==> src/hdl/lcd_dither_pkg.sv <==
//------------------------------------------------------------------------------
// Summary of operation
//------------------------------------------------------------------------------
package lcd_dither_pkg;

    //--------------------------------------------------------------------------
    // Register offsets
    //--------------------------------------------------------------------------
    localparam logic [31:0] ADDR_CTRL       = 32'h01F0_0000;
    localparam logic [31:0] ADDR_UPPER_BASE = 32'h01F0_0004;
    localparam logic [31:0] ADDR_LOWER_BASE = 32'h01F0_0008;
    localparam logic [31:0] ADDR_GEOMETRY   = 32'h01F0_000C;
    localparam logic [31:0] ADDR_STATUS     = 32'h01F0_0010;
    localparam logic [31:0] ADDR_FETCH      = 32'h01F0_0014;
    localparam logic [31:0] ADDR_DUTY67     = 32'h01F0_003C;
    localparam logic [31:0] ADDR_DITH_MODE  = 32'h01F0_0044;

    //--------------------------------------------------------------------------
    // Field positions and widths
    //--------------------------------------------------------------------------
    localparam int CTRL_ENABLE_BIT = 0;
    localparam int CTRL_GRAY_BIT   = 1;
    localparam int CTRL_DIV_LSB    = 8;
    localparam int DIV_W           = 10;
    localparam int PAGE_W          = 11;
    localparam int SKIP_W          = 11;
    localparam int LINE_W          = 10;
    localparam int GEO_SKIP_LSB    = 11;
    localparam int ADDR_W          = 28;
    localparam int DUTY67_W        = 28;
    localparam int DITH_MODE_W     = 19;
    localparam int GRAY_W          = 4;
    localparam int FRAME_W         = 4;

    //--------------------------------------------------------------------------
    // Reset values and timing
    //--------------------------------------------------------------------------
    localparam logic [DUTY67_W-1:0]    DUTY67_RESET    = 28'h7FDFBFE;
    localparam logic [DITH_MODE_W-1:0] DITH_MODE_RESET = 19'h00000;
    localparam logic [3:0]             BURST_ALIGN_MASK = 4'hF;
    localparam logic [DIV_W-1:0]       DIV_MIN          = 10'h001;
    localparam int SYS_CLK_MHZ_X10   = 400;
    localparam int PIX_MAX_MHZ_X10   = 165;
    localparam int SYS_REF_MHZ_X10   = 660;
    // Least system cycles per pixel clock half period, scaled from the 66 MHz case.
    localparam int PIX_MIN_HALF_CYC  =
        (SYS_REF_MHZ_X10 + 2 * PIX_MAX_MHZ_X10 - 1) / (2 * PIX_MAX_MHZ_X10);

    typedef struct packed {
        logic [31:0] addr;
        logic [31:0] wdata;
        logic        wr;
        logic        rd;
    } reg_req_t;

    typedef struct packed {
        logic              pix_clk;
        logic              line_end;
        logic              frame_end;
        logic [3:0]        data;
        logic [ADDR_W-1:0] fetch_addr;
    } panel_out_t;

endpackage : lcd_dither_pkg

==> src/hdl/lcd_dither_and_frame_addressing.sv <==
`timescale 1ns/1ps
module lcd_dither_and_frame_addressing
    import lcd_dither_pkg::*;
(
    input  wire logic        clk_i,          // System clock, 40 MHz.
    input  wire logic        sys_rst_i,      // Synchronous reset, active high.
    input  wire logic [31:0] reg_addr_i,     // Register byte address.
    input  wire logic [31:0] reg_wdata_i,    // Register write data.
    input  wire logic        reg_wr_i,       // Write strobe.
    input  wire logic        reg_rd_i,       // Read strobe.
    input  wire logic [3:0]  pixel_gray_i,   // Gray level of the current pixel.
    output logic      [31:0] reg_rdata_o,    // Read data, one cycle after strobe.
    output logic             pixel_clock_o,  // Panel pixel clock.
    output logic      [3:0]  panel_data_o,   // Panel data bus.
    output logic             line_end_o,     // Pulse at the end of each line.
    output logic             frame_end_o,    // Pulse at the end of each frame.
    output logic [ADDR_W-1:0] fetch_addr_o   // Current frame-buffer fetch address.
);

    //--------------------------------------------------------------------------
    // Helper functions
    //--------------------------------------------------------------------------
    // Clamp the divider so the pixel clock stays at or below its ceiling.
    function automatic logic [DIV_W-1:0] clamp_div(input logic [DIV_W-1:0] d);
        if (d < DIV_W'(PIX_MIN_HALF_CYC)) begin
            clamp_div = DIV_W'(PIX_MIN_HALF_CYC);
        end else begin
            clamp_div = d;
        end
    endfunction : clamp_div

    // Temporal modulation: below level 14 the pixel is on when the accumulated level overflows.
    function automatic logic gray_on(input logic [GRAY_W-1:0] lvl,
                                     input logic [FRAME_W-1:0] frm,
                                     input logic [DUTY67_W-1:0] pat);
        logic [GRAY_W:0] acc;
        acc = {1'b0, lvl} * 5'(frm) + 5'(lvl);
        if (lvl == 4'hF) begin
            gray_on = 1'b1;
        end else if (lvl == 4'hE) begin
            gray_on = pat[5'(frm) % 5'd28];
        end else begin
            gray_on = (acc[GRAY_W-1:0] < lvl);
        end
    endfunction : gray_on

    //--------------------------------------------------------------------------
    // Register state
    //--------------------------------------------------------------------------
    logic                   enable_q;
    logic                   gray_mode_q;
    logic [DIV_W-1:0]       div_q;
    logic [ADDR_W-1:0]      upper_base_q;
    logic [ADDR_W-1:0]      lower_base_q;
    logic [PAGE_W-1:0]      page_q;
    logic [SKIP_W-1:0]      skip_q;
    logic [LINE_W-1:0]      line_count_q;
    logic [DUTY67_W-1:0]    duty67_q;
    logic [DITH_MODE_W-1:0] dith_mode_q;
    logic [31:0]            rdata_d;
    logic                   half_tick;
    logic [DIV_W-1:0]       div_cnt_q;
    logic [PAGE_W-1:0]      col_q;
    logic [LINE_W-1:0]      row_q;
    logic [FRAME_W-1:0]     frame_q;
    logic [ADDR_W-1:0]      line_addr_q;

    typedef enum logic [1:0] {
        ST_IDLE = 2'b01,
        ST_SCAN = 2'b10
    } scan_state_t;
    scan_state_t state_q;

    //--------------------------------------------------------------------------
    // Register writes
    //--------------------------------------------------------------------------
    // Control, base and geometry registers follow each write strobe.
    always_ff @(posedge clk_i) begin
        if (sys_rst_i) begin
            enable_q     <= 1'b0;
            gray_mode_q  <= 1'b0;
            div_q        <= DIV_MIN;
            upper_base_q <= '0;
            lower_base_q <= '0;
            page_q       <= '0;
            skip_q       <= '0;
            line_count_q <= '0;
        end else if (reg_wr_i) begin
            case (reg_addr_i)
                ADDR_CTRL: begin
                    enable_q    <= reg_wdata_i[CTRL_ENABLE_BIT];
                    gray_mode_q <= reg_wdata_i[CTRL_GRAY_BIT];
                    div_q       <= reg_wdata_i[CTRL_DIV_LSB +: DIV_W];
                end
                ADDR_UPPER_BASE: upper_base_q <= {reg_wdata_i[ADDR_W-1:4], ~BURST_ALIGN_MASK & 4'h0};
                ADDR_LOWER_BASE: lower_base_q <= reg_wdata_i[ADDR_W-1:0];
                ADDR_GEOMETRY: begin
                    page_q       <= reg_wdata_i[PAGE_W-1:0];
                    skip_q       <= reg_wdata_i[GEO_SKIP_LSB +: SKIP_W];
                    line_count_q <= reg_wdata_i[22 +: LINE_W];
                end
                default: begin
                end
            endcase
        end
    end

    // Dither registers live apart so their reset values stay in one place.
    always_ff @(posedge clk_i) begin
        if (sys_rst_i) begin
            duty67_q    <= DUTY67_RESET;
            dith_mode_q <= DITH_MODE_RESET;
        end else if (reg_wr_i && reg_addr_i == ADDR_DUTY67) begin
            duty67_q <= reg_wdata_i[DUTY67_W-1:0];
        end else if (reg_wr_i && reg_addr_i == ADDR_DITH_MODE) begin
            dith_mode_q <= reg_wdata_i[DITH_MODE_W-1:0];
        end
    end

    //--------------------------------------------------------------------------
    // Register reads
    //--------------------------------------------------------------------------
    // Unmapped addresses read as zero; reads have no side effects.
    always_comb begin
        rdata_d = 32'h0000_0000;
        case (reg_addr_i)
            ADDR_CTRL:       rdata_d = {14'h0000, div_q, 6'h00, gray_mode_q, enable_q};
            ADDR_UPPER_BASE: rdata_d = {4'h0, upper_base_q};
            ADDR_LOWER_BASE: rdata_d = {4'h0, lower_base_q};
            ADDR_GEOMETRY:   rdata_d = {line_count_q, skip_q, page_q};
            ADDR_STATUS:     rdata_d = {8'h00, frame_q, row_q, 8'h00, state_q};
            ADDR_FETCH:      rdata_d = {4'h0, fetch_addr_o};
            ADDR_DUTY67:     rdata_d = {4'h0, duty67_q};
            ADDR_DITH_MODE:  rdata_d = {13'h0000, dith_mode_q};
            default:         rdata_d = 32'h0000_0000;
        endcase
    end

    always_ff @(posedge clk_i) begin
        if (sys_rst_i) begin
            reg_rdata_o <= 32'h0000_0000;
        end else if (reg_rd_i) begin
            reg_rdata_o <= rdata_d;
        end else begin
            reg_rdata_o <= 32'h0000_0000;
        end
    end

    //--------------------------------------------------------------------------
    // Pixel clock divider
    //--------------------------------------------------------------------------
    // Half-period enable; a short divider is clamped rather than trusted.
    always_ff @(posedge clk_i) begin
        if (sys_rst_i || !enable_q) begin
            div_cnt_q <= '0;
        end else if (half_tick) begin
            div_cnt_q <= '0;
        end else begin
            div_cnt_q <= div_cnt_q + 1'b1;
        end
    end
    assign half_tick = enable_q && (div_cnt_q >= clamp_div(div_q) - 1'b1);

    always_ff @(posedge clk_i) begin
        if (sys_rst_i || !enable_q) begin
            pixel_clock_o <= 1'b0;
        end else if (half_tick) begin
            pixel_clock_o <= ~pixel_clock_o;
        end
    end

    //--------------------------------------------------------------------------
    // Scan sequencing and fetch addressing
    //--------------------------------------------------------------------------
    // Counters advance on the falling half of the pixel clock.
    always_ff @(posedge clk_i) begin
        if (sys_rst_i) begin
            state_q     <= ST_IDLE;
            col_q       <= '0;
            row_q       <= '0;
            frame_q     <= '0;
            line_addr_q <= '0;
            line_end_o  <= 1'b0;
            frame_end_o <= 1'b0;
        end else begin
            line_end_o  <= 1'b0;
            frame_end_o <= 1'b0;
            case (state_q)
                ST_IDLE: begin
                    col_q       <= '0;
                    row_q       <= '0;
                    line_addr_q <= upper_base_q;
                    if (enable_q) begin
                        state_q <= ST_SCAN;
                    end
                end
                ST_SCAN: begin
                    if (!enable_q) begin
                        state_q <= ST_IDLE;
                    end else if (half_tick && pixel_clock_o) begin
                        if (col_q >= page_q) begin
                            col_q      <= '0;
                            line_end_o <= 1'b1;
                            if (row_q >= line_count_q) begin
                                row_q       <= '0;
                                frame_q     <= frame_q + 1'b1;
                                frame_end_o <= 1'b1;
                                line_addr_q <= upper_base_q;
                            end else begin
                                row_q       <= row_q + 1'b1;
                                line_addr_q <= line_addr_q + ADDR_W'(page_q) + ADDR_W'(skip_q);
                            end
                        end else begin
                            col_q <= col_q + 1'b1;
                        end
                    end
                end
                default: state_q <= ST_IDLE;
            endcase
        end
    end

    always_ff @(posedge clk_i) begin
        if (sys_rst_i) begin
            fetch_addr_o <= '0;
        end else begin
            fetch_addr_o <= line_addr_q + ADDR_W'(col_q);
        end
    end

    //--------------------------------------------------------------------------
    // Gray generation
    //--------------------------------------------------------------------------
    // frame-based gray modulation
    always_ff @(posedge clk_i) begin
        if (sys_rst_i) begin
            panel_data_o <= 4'h0;
        end else if (state_q != ST_SCAN) begin
            panel_data_o <= 4'h0;
        end else if (gray_mode_q) begin
            panel_data_o <= {4{gray_on(pixel_gray_i, frame_q, duty67_q)}};
        end else begin
            panel_data_o <= pixel_gray_i;
        end
    end

endmodule : lcd_dither_and_frame_addressing

==> config.mk <==
export PLATFORM = sky130hd
export DESIGN_NAME = lcd_dither_and_frame_addressing
export DESIGN_NICKNAME = d
export VERILOG_FILES = /design/src/hdl/lcd_dither_pkg.sv /design/src/hdl/lcd_dither_and_frame_addressing.sv
export SDC_FILE = /design/constraint.sdc
export NUM_CORES = 1
export LEC_CHECK = 0
export ABC_CLOCK_PERIOD_IN_PS = 4900
export BUFFER_PORTS_ARGS = -buffer_cell sky130_fd_sc_hd__buf_2
export CAP_MARGIN = 20
export CORE_MARGIN = 5
export CORE_UTILIZATION = 38
export CTS_BUF_LIST = sky130_fd_sc_hd__clkbuf_8
export DETAILED_ROUTE_END_ITERATION = 12
export GPL_ROUTABILITY_DRIVEN = 0
export PLACE_DENSITY = 0.61
export RECOVER_POWER = 100
export SYNTH_ARGS = -nofsm -noshare
export SYNTH_HDL_FRONTEND = slang
export SYNTH_SLANG_ARGS = --single-unit
export TNS_END_PERCENT = 10
==> constraint.sdc <==
create_clock -name clk_i -period 4.9 [get_ports clk_i]
set_input_delay 0 -clock clk_i [delete_from_list [all_inputs] [get_ports clk_i]]
set_output_delay 0 -clock clk_i [all_outputs]
set_load 0.01 [all_outputs]
==> summary.md, run 1 <==
| Metric | Value |
|---|---|
| Die W | `200 um` |
| Power share of the combinational group | `0.032` |
| Hold Crit Class | `primary input to flip-flop` |
| Detailed Route Iter0 Violations | `1705` |
| First-pass DRT Iterations | `7` |
| Nets | `1956` |
| Clk_lat worst skew | `580 ps` |
| Area growth syn-to-layout | `16.1%` |
| Core Rows | `69` |
| Critical-path top delay cell | `or4_1` |
| Main synth FF type | `dfxtp_1` |
| Pre-CTS setup slack | `184 ps` |
| CTS tree | `built` |
| Final hold vios | `0` |
| Power, Total | `4.42 mW` |
| Final min period | `4600 ps` |
| Placed Area | `0.0147 mm2` |
| Register area share after synthesis | `0.401` |
| Synth area leader | `dfxtp_1` |
| Status | `finished, violations left` |
| Most numerous cell in the Yosys netlist | `nand2_1` |
| Ant diodes | `0` |
| Internal Power | `3.39 mW` |
| Switching Share | `0.233` |
| Crit Path Category | `flip-flop to flip-flop` |
| Flop pwr share | `0.506` |
| Critical Path Source Type | `flip-flop` |
| H-tree depth | `2` |
| Gate Count Post-Synth | `1651` |
| CP peak stage delay | `590 ps` |
| Tcrit/Tclk final | `0.938` |
| Avg WL per Cell | `21.0 um` |
| Largest net degree at the start of global routing | `83` |
| Final ANT Viol Nets | `0` |
| Max-Cap Viols | `6` |
| IO buf count | `138` |
| Static Leak | `5.91 nW` |
| Tot GR Track Use | `0.232` |
| Antenna violations before repair | `0` |
| Share of post-route cells with drive strength above 1 | `0.0998` |
| Syn_nets | `1804` |
| Vias in the first global route | `12700` |
| Req. time, crit path | `5380 ps` |
| Clock power share | `0.462` |
| CP max FO | `39` |
| Residual DRC count | `0` |
| Final Setup Violations | `0` |
| Critical path endpoint category | `flip-flop` |
| Violated checks | `max-capacitance violations, max-slew violations` |
| First-pass GRT wire length | `74900 um` |
| Ports | `139` |
| Core area | `0.0357 mm2` |
| Ys async rst share | `0` |
| Initial core utilization | `0.385` |
| Die height | `200 um` |
| Seq cells post-synth | `275` |
| Detailed Route WL | `48200 um` |
| PD cells | `277 mW/mm2` |
| CTS Buf Count | `46` |
| Crit path DAT | `5070 ps` |
| Die ar. | `0.0401 mm2` |
| Via Count | `13100` |
| Worst clock skew | `18.3 ps` |
| Total gr overflow | `0` |
| Design area | `0.0160 mm2` |
| Setup ws final | `304 ps` |
| Post-synth cell types | `73` |
| Post-synth EDFFs | `0` |
| Peak VDD IR | `0.000157 V` |
| Top cells by count, synth | `nand2_1 (357), dfxtp_1 (275), a21oi_1 (194)` |
| Clock Path Buffers | `3` |
| Top post-synthesis cells by area | `dfxtp_1 (40%), nand2_1 (9.8%), a21oi_1 (7.1%), ha_1 (5.9%), a222oi_1 (2.8%)` |
| Fin. max-slew vios | `140` |
| Post-DP HPWL | `34400 um` |
| Worst-path cell chain | `or4_1, or3_1, nor4_4, nand2b_1, ha_1, nand2b_1, nor3_1, xnor2_1, ha_1, a2111o_1, a21oi_1, o211ai_1, buf_4, a41o_1, buf_12, a221oi_1` |
| Rel. slew slack | `-0.595` |
| Worst-path clk slew | `60 ps` |
| Cell Area, Synth | `0.0137 mm2` |
| Share of the synthesized area in the top cell type | `0.401` |
| Number of synthesis warnings | `0` |
| Clock Tree Root | `clkbuf_8` |
| Via-to-Cell Ratio | `5.72` |
| Worst slew pin tran | `2390 ps` |
| Clock sink count | `275` |
| NetSw | `1.03 mW` |
| Syn Area/Cell | `8.32 um2` |
| Fmax | `0.218 GHz` |
| Setup bufs post-CTS | `0` |
kinds of logic (layout without fill, tap and decap cells):
group / count (synthesis) / count (layout) / synth area share
AOI/OAI and AO/OA: 414 / 414 / 0.194
and+or+nand+nor: 657 / 657 / 0.218
DFF: 275 / 275 / 0.401
buffers and inverters: 146 / 328 / 0.0481
xor gates and xnor gates: 60 / 60 / 0.0382
adders and majority gates: 81 / 81 / 0.0825
muxes: 18 / 18 / 0.0186
what timing repair did:
action,in CTS,in global routing
hold endpoints to repair,174,0
gates resized for setup,0,5
setup endpoints to repair,0,47
hold buffers,43,0
worst max-delay path: cells and delay by family (launching register included):
kind | cells | cell delay [ps]
AOI/OAI and AO/OA | 5 | 1360
and+or+nand+nor | 6 | 1700
buffers and inverters | 2 | 420
xor gates and xnor gates | 1 | 150
DFF | 1 | 370
adders and majority gates | 2 | 470
placed cells by master, fill, tap and decap left out, types with 19 or more instances in the layout:
master and instances:
nor3_1 21, clkbuf_1 70, nand3_1 58, xnor2_1 41, inv_1 62, nor2_1 84
ha_1 65, clkbuf_8 61, nand2_1 358, a22oi_1 23, o21ai_0 46, xor2_1 19
a21oi_1 198, buf_2 70, and3_1 19, dlygate4sd3_1 43, dfxtp_1 275, a222oi_1 39
metrics by stage:
stage,util,hold WS [ps],setup TNS [ps],instances
after detailed placement,0.413,253,0,2172
after CTS,0.451,30.4,0,2293
after floorplan,-,124,0,1651
after global routing,0.448,227,-670,2294
final,0.448,182,0,2294
after global placement,0.413,252,0,2172
layer usage:
| layer | wire, um | up-vias | global-route usage |
|---|---|---|---|
| li1 | - | 6136 | - |
| met1 | 20300 | 6245 | 0.311 |
| met2 | 22100 | 623 | 0.384 |
| met3 | 4120 | 111 | 0.0338 |
| met4 | 1720 | 0 | 0.0851 |
| met5 | 0 | - | 0 |
final timing paths:
check	slack [ps]	end	startpoint	depth (start not counted)
worst min register to register	450	dith_mode_q[7]	dith_mode_q[7]	2
worst max-delay path	300	line_addr_q[19]	div_q[3]	16
worst max register to register	300	line_addr_q[19]	div_q[3]	16
worst min-delay path	180	gray_mode_q	reg_wr_i	4
power groups by stage:
stage / clock (mW) / combinational, mW / sequential, mW
2_1_floorplan: 0 / 0.0460 / 2.29
4_1_cts: 2.06 / 0.143 / 2.24
3_3_place_gp: 0 / 0.118 / 2.29
3_5_place_dp: 0 / 0.119 / 2.29
5_1_grt: 2.16 / 0.152 / 2.23
6_report: 2.04 / 0.143 / 2.24
cell type report:
| cell class | instances | area [um2] |
|---|---|---|
| Fill cell | 3518 | 19700 |
| Inverter | 46 | 173 |
| Timing Repair Buffer | 204 | 1240 |
| Clock inverter | 17 | 65.1 |
| Multi-Input combinational cell | 1230 | 7560 |
| Tap cell | 461 | 577 |
| Clock buffer | 61 | 840 |
| Sequential cell | 275 | 5510 |
sequential cells by signal, summed over array words and instances (netlist names), 19 cells and up:
signal and flops:
reg_rdata_o 32, duty67_q 28, fetch_addr_o 28, line_addr_q 28, lower_base_q 28, upper_base_q 24, dith_mode_q 19
(Power assumes the default switching activity.)
==> run 2: changes to the inputs <==
--- a/config.mk
+++ b/config.mk
@@ -7,3 +7,3 @@
 export LEC_CHECK = 0
-export ABC_CLOCK_PERIOD_IN_PS = 4900
+export ABC_CLOCK_PERIOD_IN_PS = 5410
 export BUFFER_PORTS_ARGS = -buffer_cell sky130_fd_sc_hd__buf_2
==> constraint.sdc (replaced) <==
create_clock -name clk_i -period 5.41 [get_ports clk_i]
set_input_delay 0.2705 -clock clk_i [delete_from_list [all_inputs] [get_ports clk_i]]
set_output_delay 0.2705 -clock clk_i [all_outputs]
set_load 0.01 [all_outputs]
==> run 2 against run 1 <==
The flow still finishes with violations (max-capacitance violations, max-slew violations); sequential share of layout area increased by 0.25 points; combinational power down 13%; setup slack gained 240 ps; cell count decreased by 0.39%; sequential power shrank 9.4%; power down 7.9%; clock skew rose by 9.2 ps; highest routed layer unchanged.
==> summary.md, run 2 (same netlist as run 1, synthesis figures left out) <==
| Metric | Value |
|---|---|
| Nets | `1948` |
| Max reg flops | `32` |
| Peak VDD IR | `0.000131 V` |
| Final min period | `4860 ps` |
| Post-Place Cells | `2174` |
| Req. time, crit path | `5860 ps` |
| Critical path capture point | `reg_rdata_o[13]` |
| H-tree depth | `2` |
| Static Leak | `5.85 nW` |
| Detailed Route WL | `47600 um` |
| Detailed Route Iter0 Violations | `1375` |
| Critical Path Source Type | `primary input` |
| Ant diodes | `0` |
| CTS Buf Count | `46` |
| Worst clock skew | `27.5 ps` |
| RSZ-0062 raised after global routing | `false` |
| Total gr overflow | `0` |
| Fin. max-slew vios | `14` |
| Final ANT Viol Nets | `0` |
| Crit. Startpoint | `reg_addr_i[9]` |
| Area growth syn-to-layout | `15.3%` |
| Tot GR Track Use | `0.229` |
| Share of post-route cells with drive strength above 1 | `0.103` |
| Worst reg2reg path depth | `16` |
| Reg-to-reg startpoint | `div_q[3]` |
| Post-Layout Cell Count | `2285` |
| Max-Cap Viols | `1` |
| IO buf count | `138` |
| Clock Path Buffers | `3` |
| Most flop-heavy register | `reg_rdata_o` |
| Residual DRC count | `0` |
| Avg WL per Cell | `20.8 um` |
| Final Setup Violations | `0` |
| Fmax | `0.206 GHz` |
| Largest net degree at the start of global routing | `83` |
| Via-to-Cell Ratio | `5.70` |
| Rel. slew slack | `-0.475` |
| Tcrit/Tclk final | `0.899` |
| PD cells | `257 mW/mm2` |
| Power, Total | `4.07 mW` |
| Final hold vios | `0` |
| Hold Crit Class | `primary input to flip-flop` |
| Ports | `139` |
| FF-to-FF setup slack | `660 ps` |
| Antenna violations before repair | `0` |
| Core Rows | `69` |
| First-pass DRT Iterations | `8` |
| Setup Total Neg Slack | `0 ps` |
| CP max FO | `21` |
| Clk_lat worst skew | `590 ps` |
| Post-DP HPWL | `33900 um` |
| Commonest cells after routing, fill and taps aside | `nand2_1 (359), dfxtp_1 (275), a21oi_1 (198)` |
| Worst-path clk slew | `60 ps` |
| Clock Tree Root | `clkbuf_8` |
| Crit path DAT | `5320 ps` |
| Die W | `200 um` |
| Initial core utilization | `0.385` |
| Crit Path Category | `primary input to flip-flop` |
| Fillers | `3555` |
| Worst slew pin tran | `2180 ps` |
| Critical path endpoint category | `flip-flop` |
| RR Endpoint | `line_addr_q[25]` |
| Vias in the first global route | `12700` |
| Most common cell after layout, fill and taps aside | `nand2_1` |
| First-pass GRT wire length | `74200 um` |
| Die ar. | `0.0401 mm2` |
| Core area | `0.0357 mm2` |
| Die height | `200 um` |
| Via Count | `13000` |
| Clock sink count | `275` |
| Violated checks | `max-capacitance violations, max-slew violations` |
| CTS tree | `built` |
| Status | `finished, violations left` |
## run 2: cell count changes in the layout (fill, tap and decap cells not counted), moves of 2 or more
cell / change
and2_0: -2
clkbuf_1: +2
buf_4: +3
dlygate4sd3_1: -13
inv_1: -6
clkinv_2: +3
and2_1: +2
buf_12: -2
## run 2: area by class of cell
type,count,area [um2],share of cell area
inverter,46,173,0.0109
sequential,275,5510,0.347
clock buffer,62,853,0.0539
tap,461,577,0.0364
timing repair buffer,196,1130,0.0713
multi-input combinational,1230,7520,0.474
clock inverter,15,87.6,0.00553
## run 2: power by group
| part | internal (mW) | switching, mW |
|---|---|---|
| clock network | 1.06 | 0.860 |
| registers | 2.03 | 0.000000000276 |
| logic | 0.0453 | 0.0793 |
## run 2: per-layer routing
layer	part of all wire	vias up	wire length, um	global-route usage
li1	-	6116	-	-
met1	0.42	6190	19800	0.300
met2	0.45	607	21600	0.369
met3	0.088	111	4190	0.0519
met4	0.042	0	1980	0.0922
met5	0	-	0	0
## run 2: what timing repair did
item	in CTS	in global routing
buffers inserted	0	0
hold buffers	30	0
resized for setup	0	0
endpoints found under the hold margin	92	0
## run 2: metrics by stage
step	util	setup WS (ps)	area (um2)	hold slack, ps
2_1_floorplan	-	1150	13700	394
5_1_grt	0.444	262	15800	19.4
3_3_place_gp	0.413	910	14700	438
4_1_cts	0.448	756	16000	0.473
6_report	0.444	548	15800	32.6
3_5_place_dp	0.413	742	14700	445
## run 2: how the worst min path moves through the flow
| stage | depth (start not counted) | end | startpoint | slack, ps |
|---|---|---|---|---|
| finish | 3 | lower_base_q[16] | reg_wdata_i[16] | 30 |
| global route | 3 | upper_base_q[8] | reg_wdata_i[8] | 20 |
| CTS | 3 | dith_mode_q[8] | reg_wdata_i[8] | 0.5 |
| detailed placement | 2 | dith_mode_q[0] | dith_mode_q[0] | 440 |
| global placement | 2 | dith_mode_q[0] | dith_mode_q[0] | 440 |
| floorplan | 2 | duty67_q[11] | reg_wdata_i[11] | 390 |
## run 2: worst max-delay path: stages
cell      delay, ps
buf_2            90
or4_2           650
nor4_1          440
nand3_2         180
nor3_1         1100
clkbuf_1        930
or3_1           220
o311ai_1        500
clkbuf_2        510
a21oi_1         380
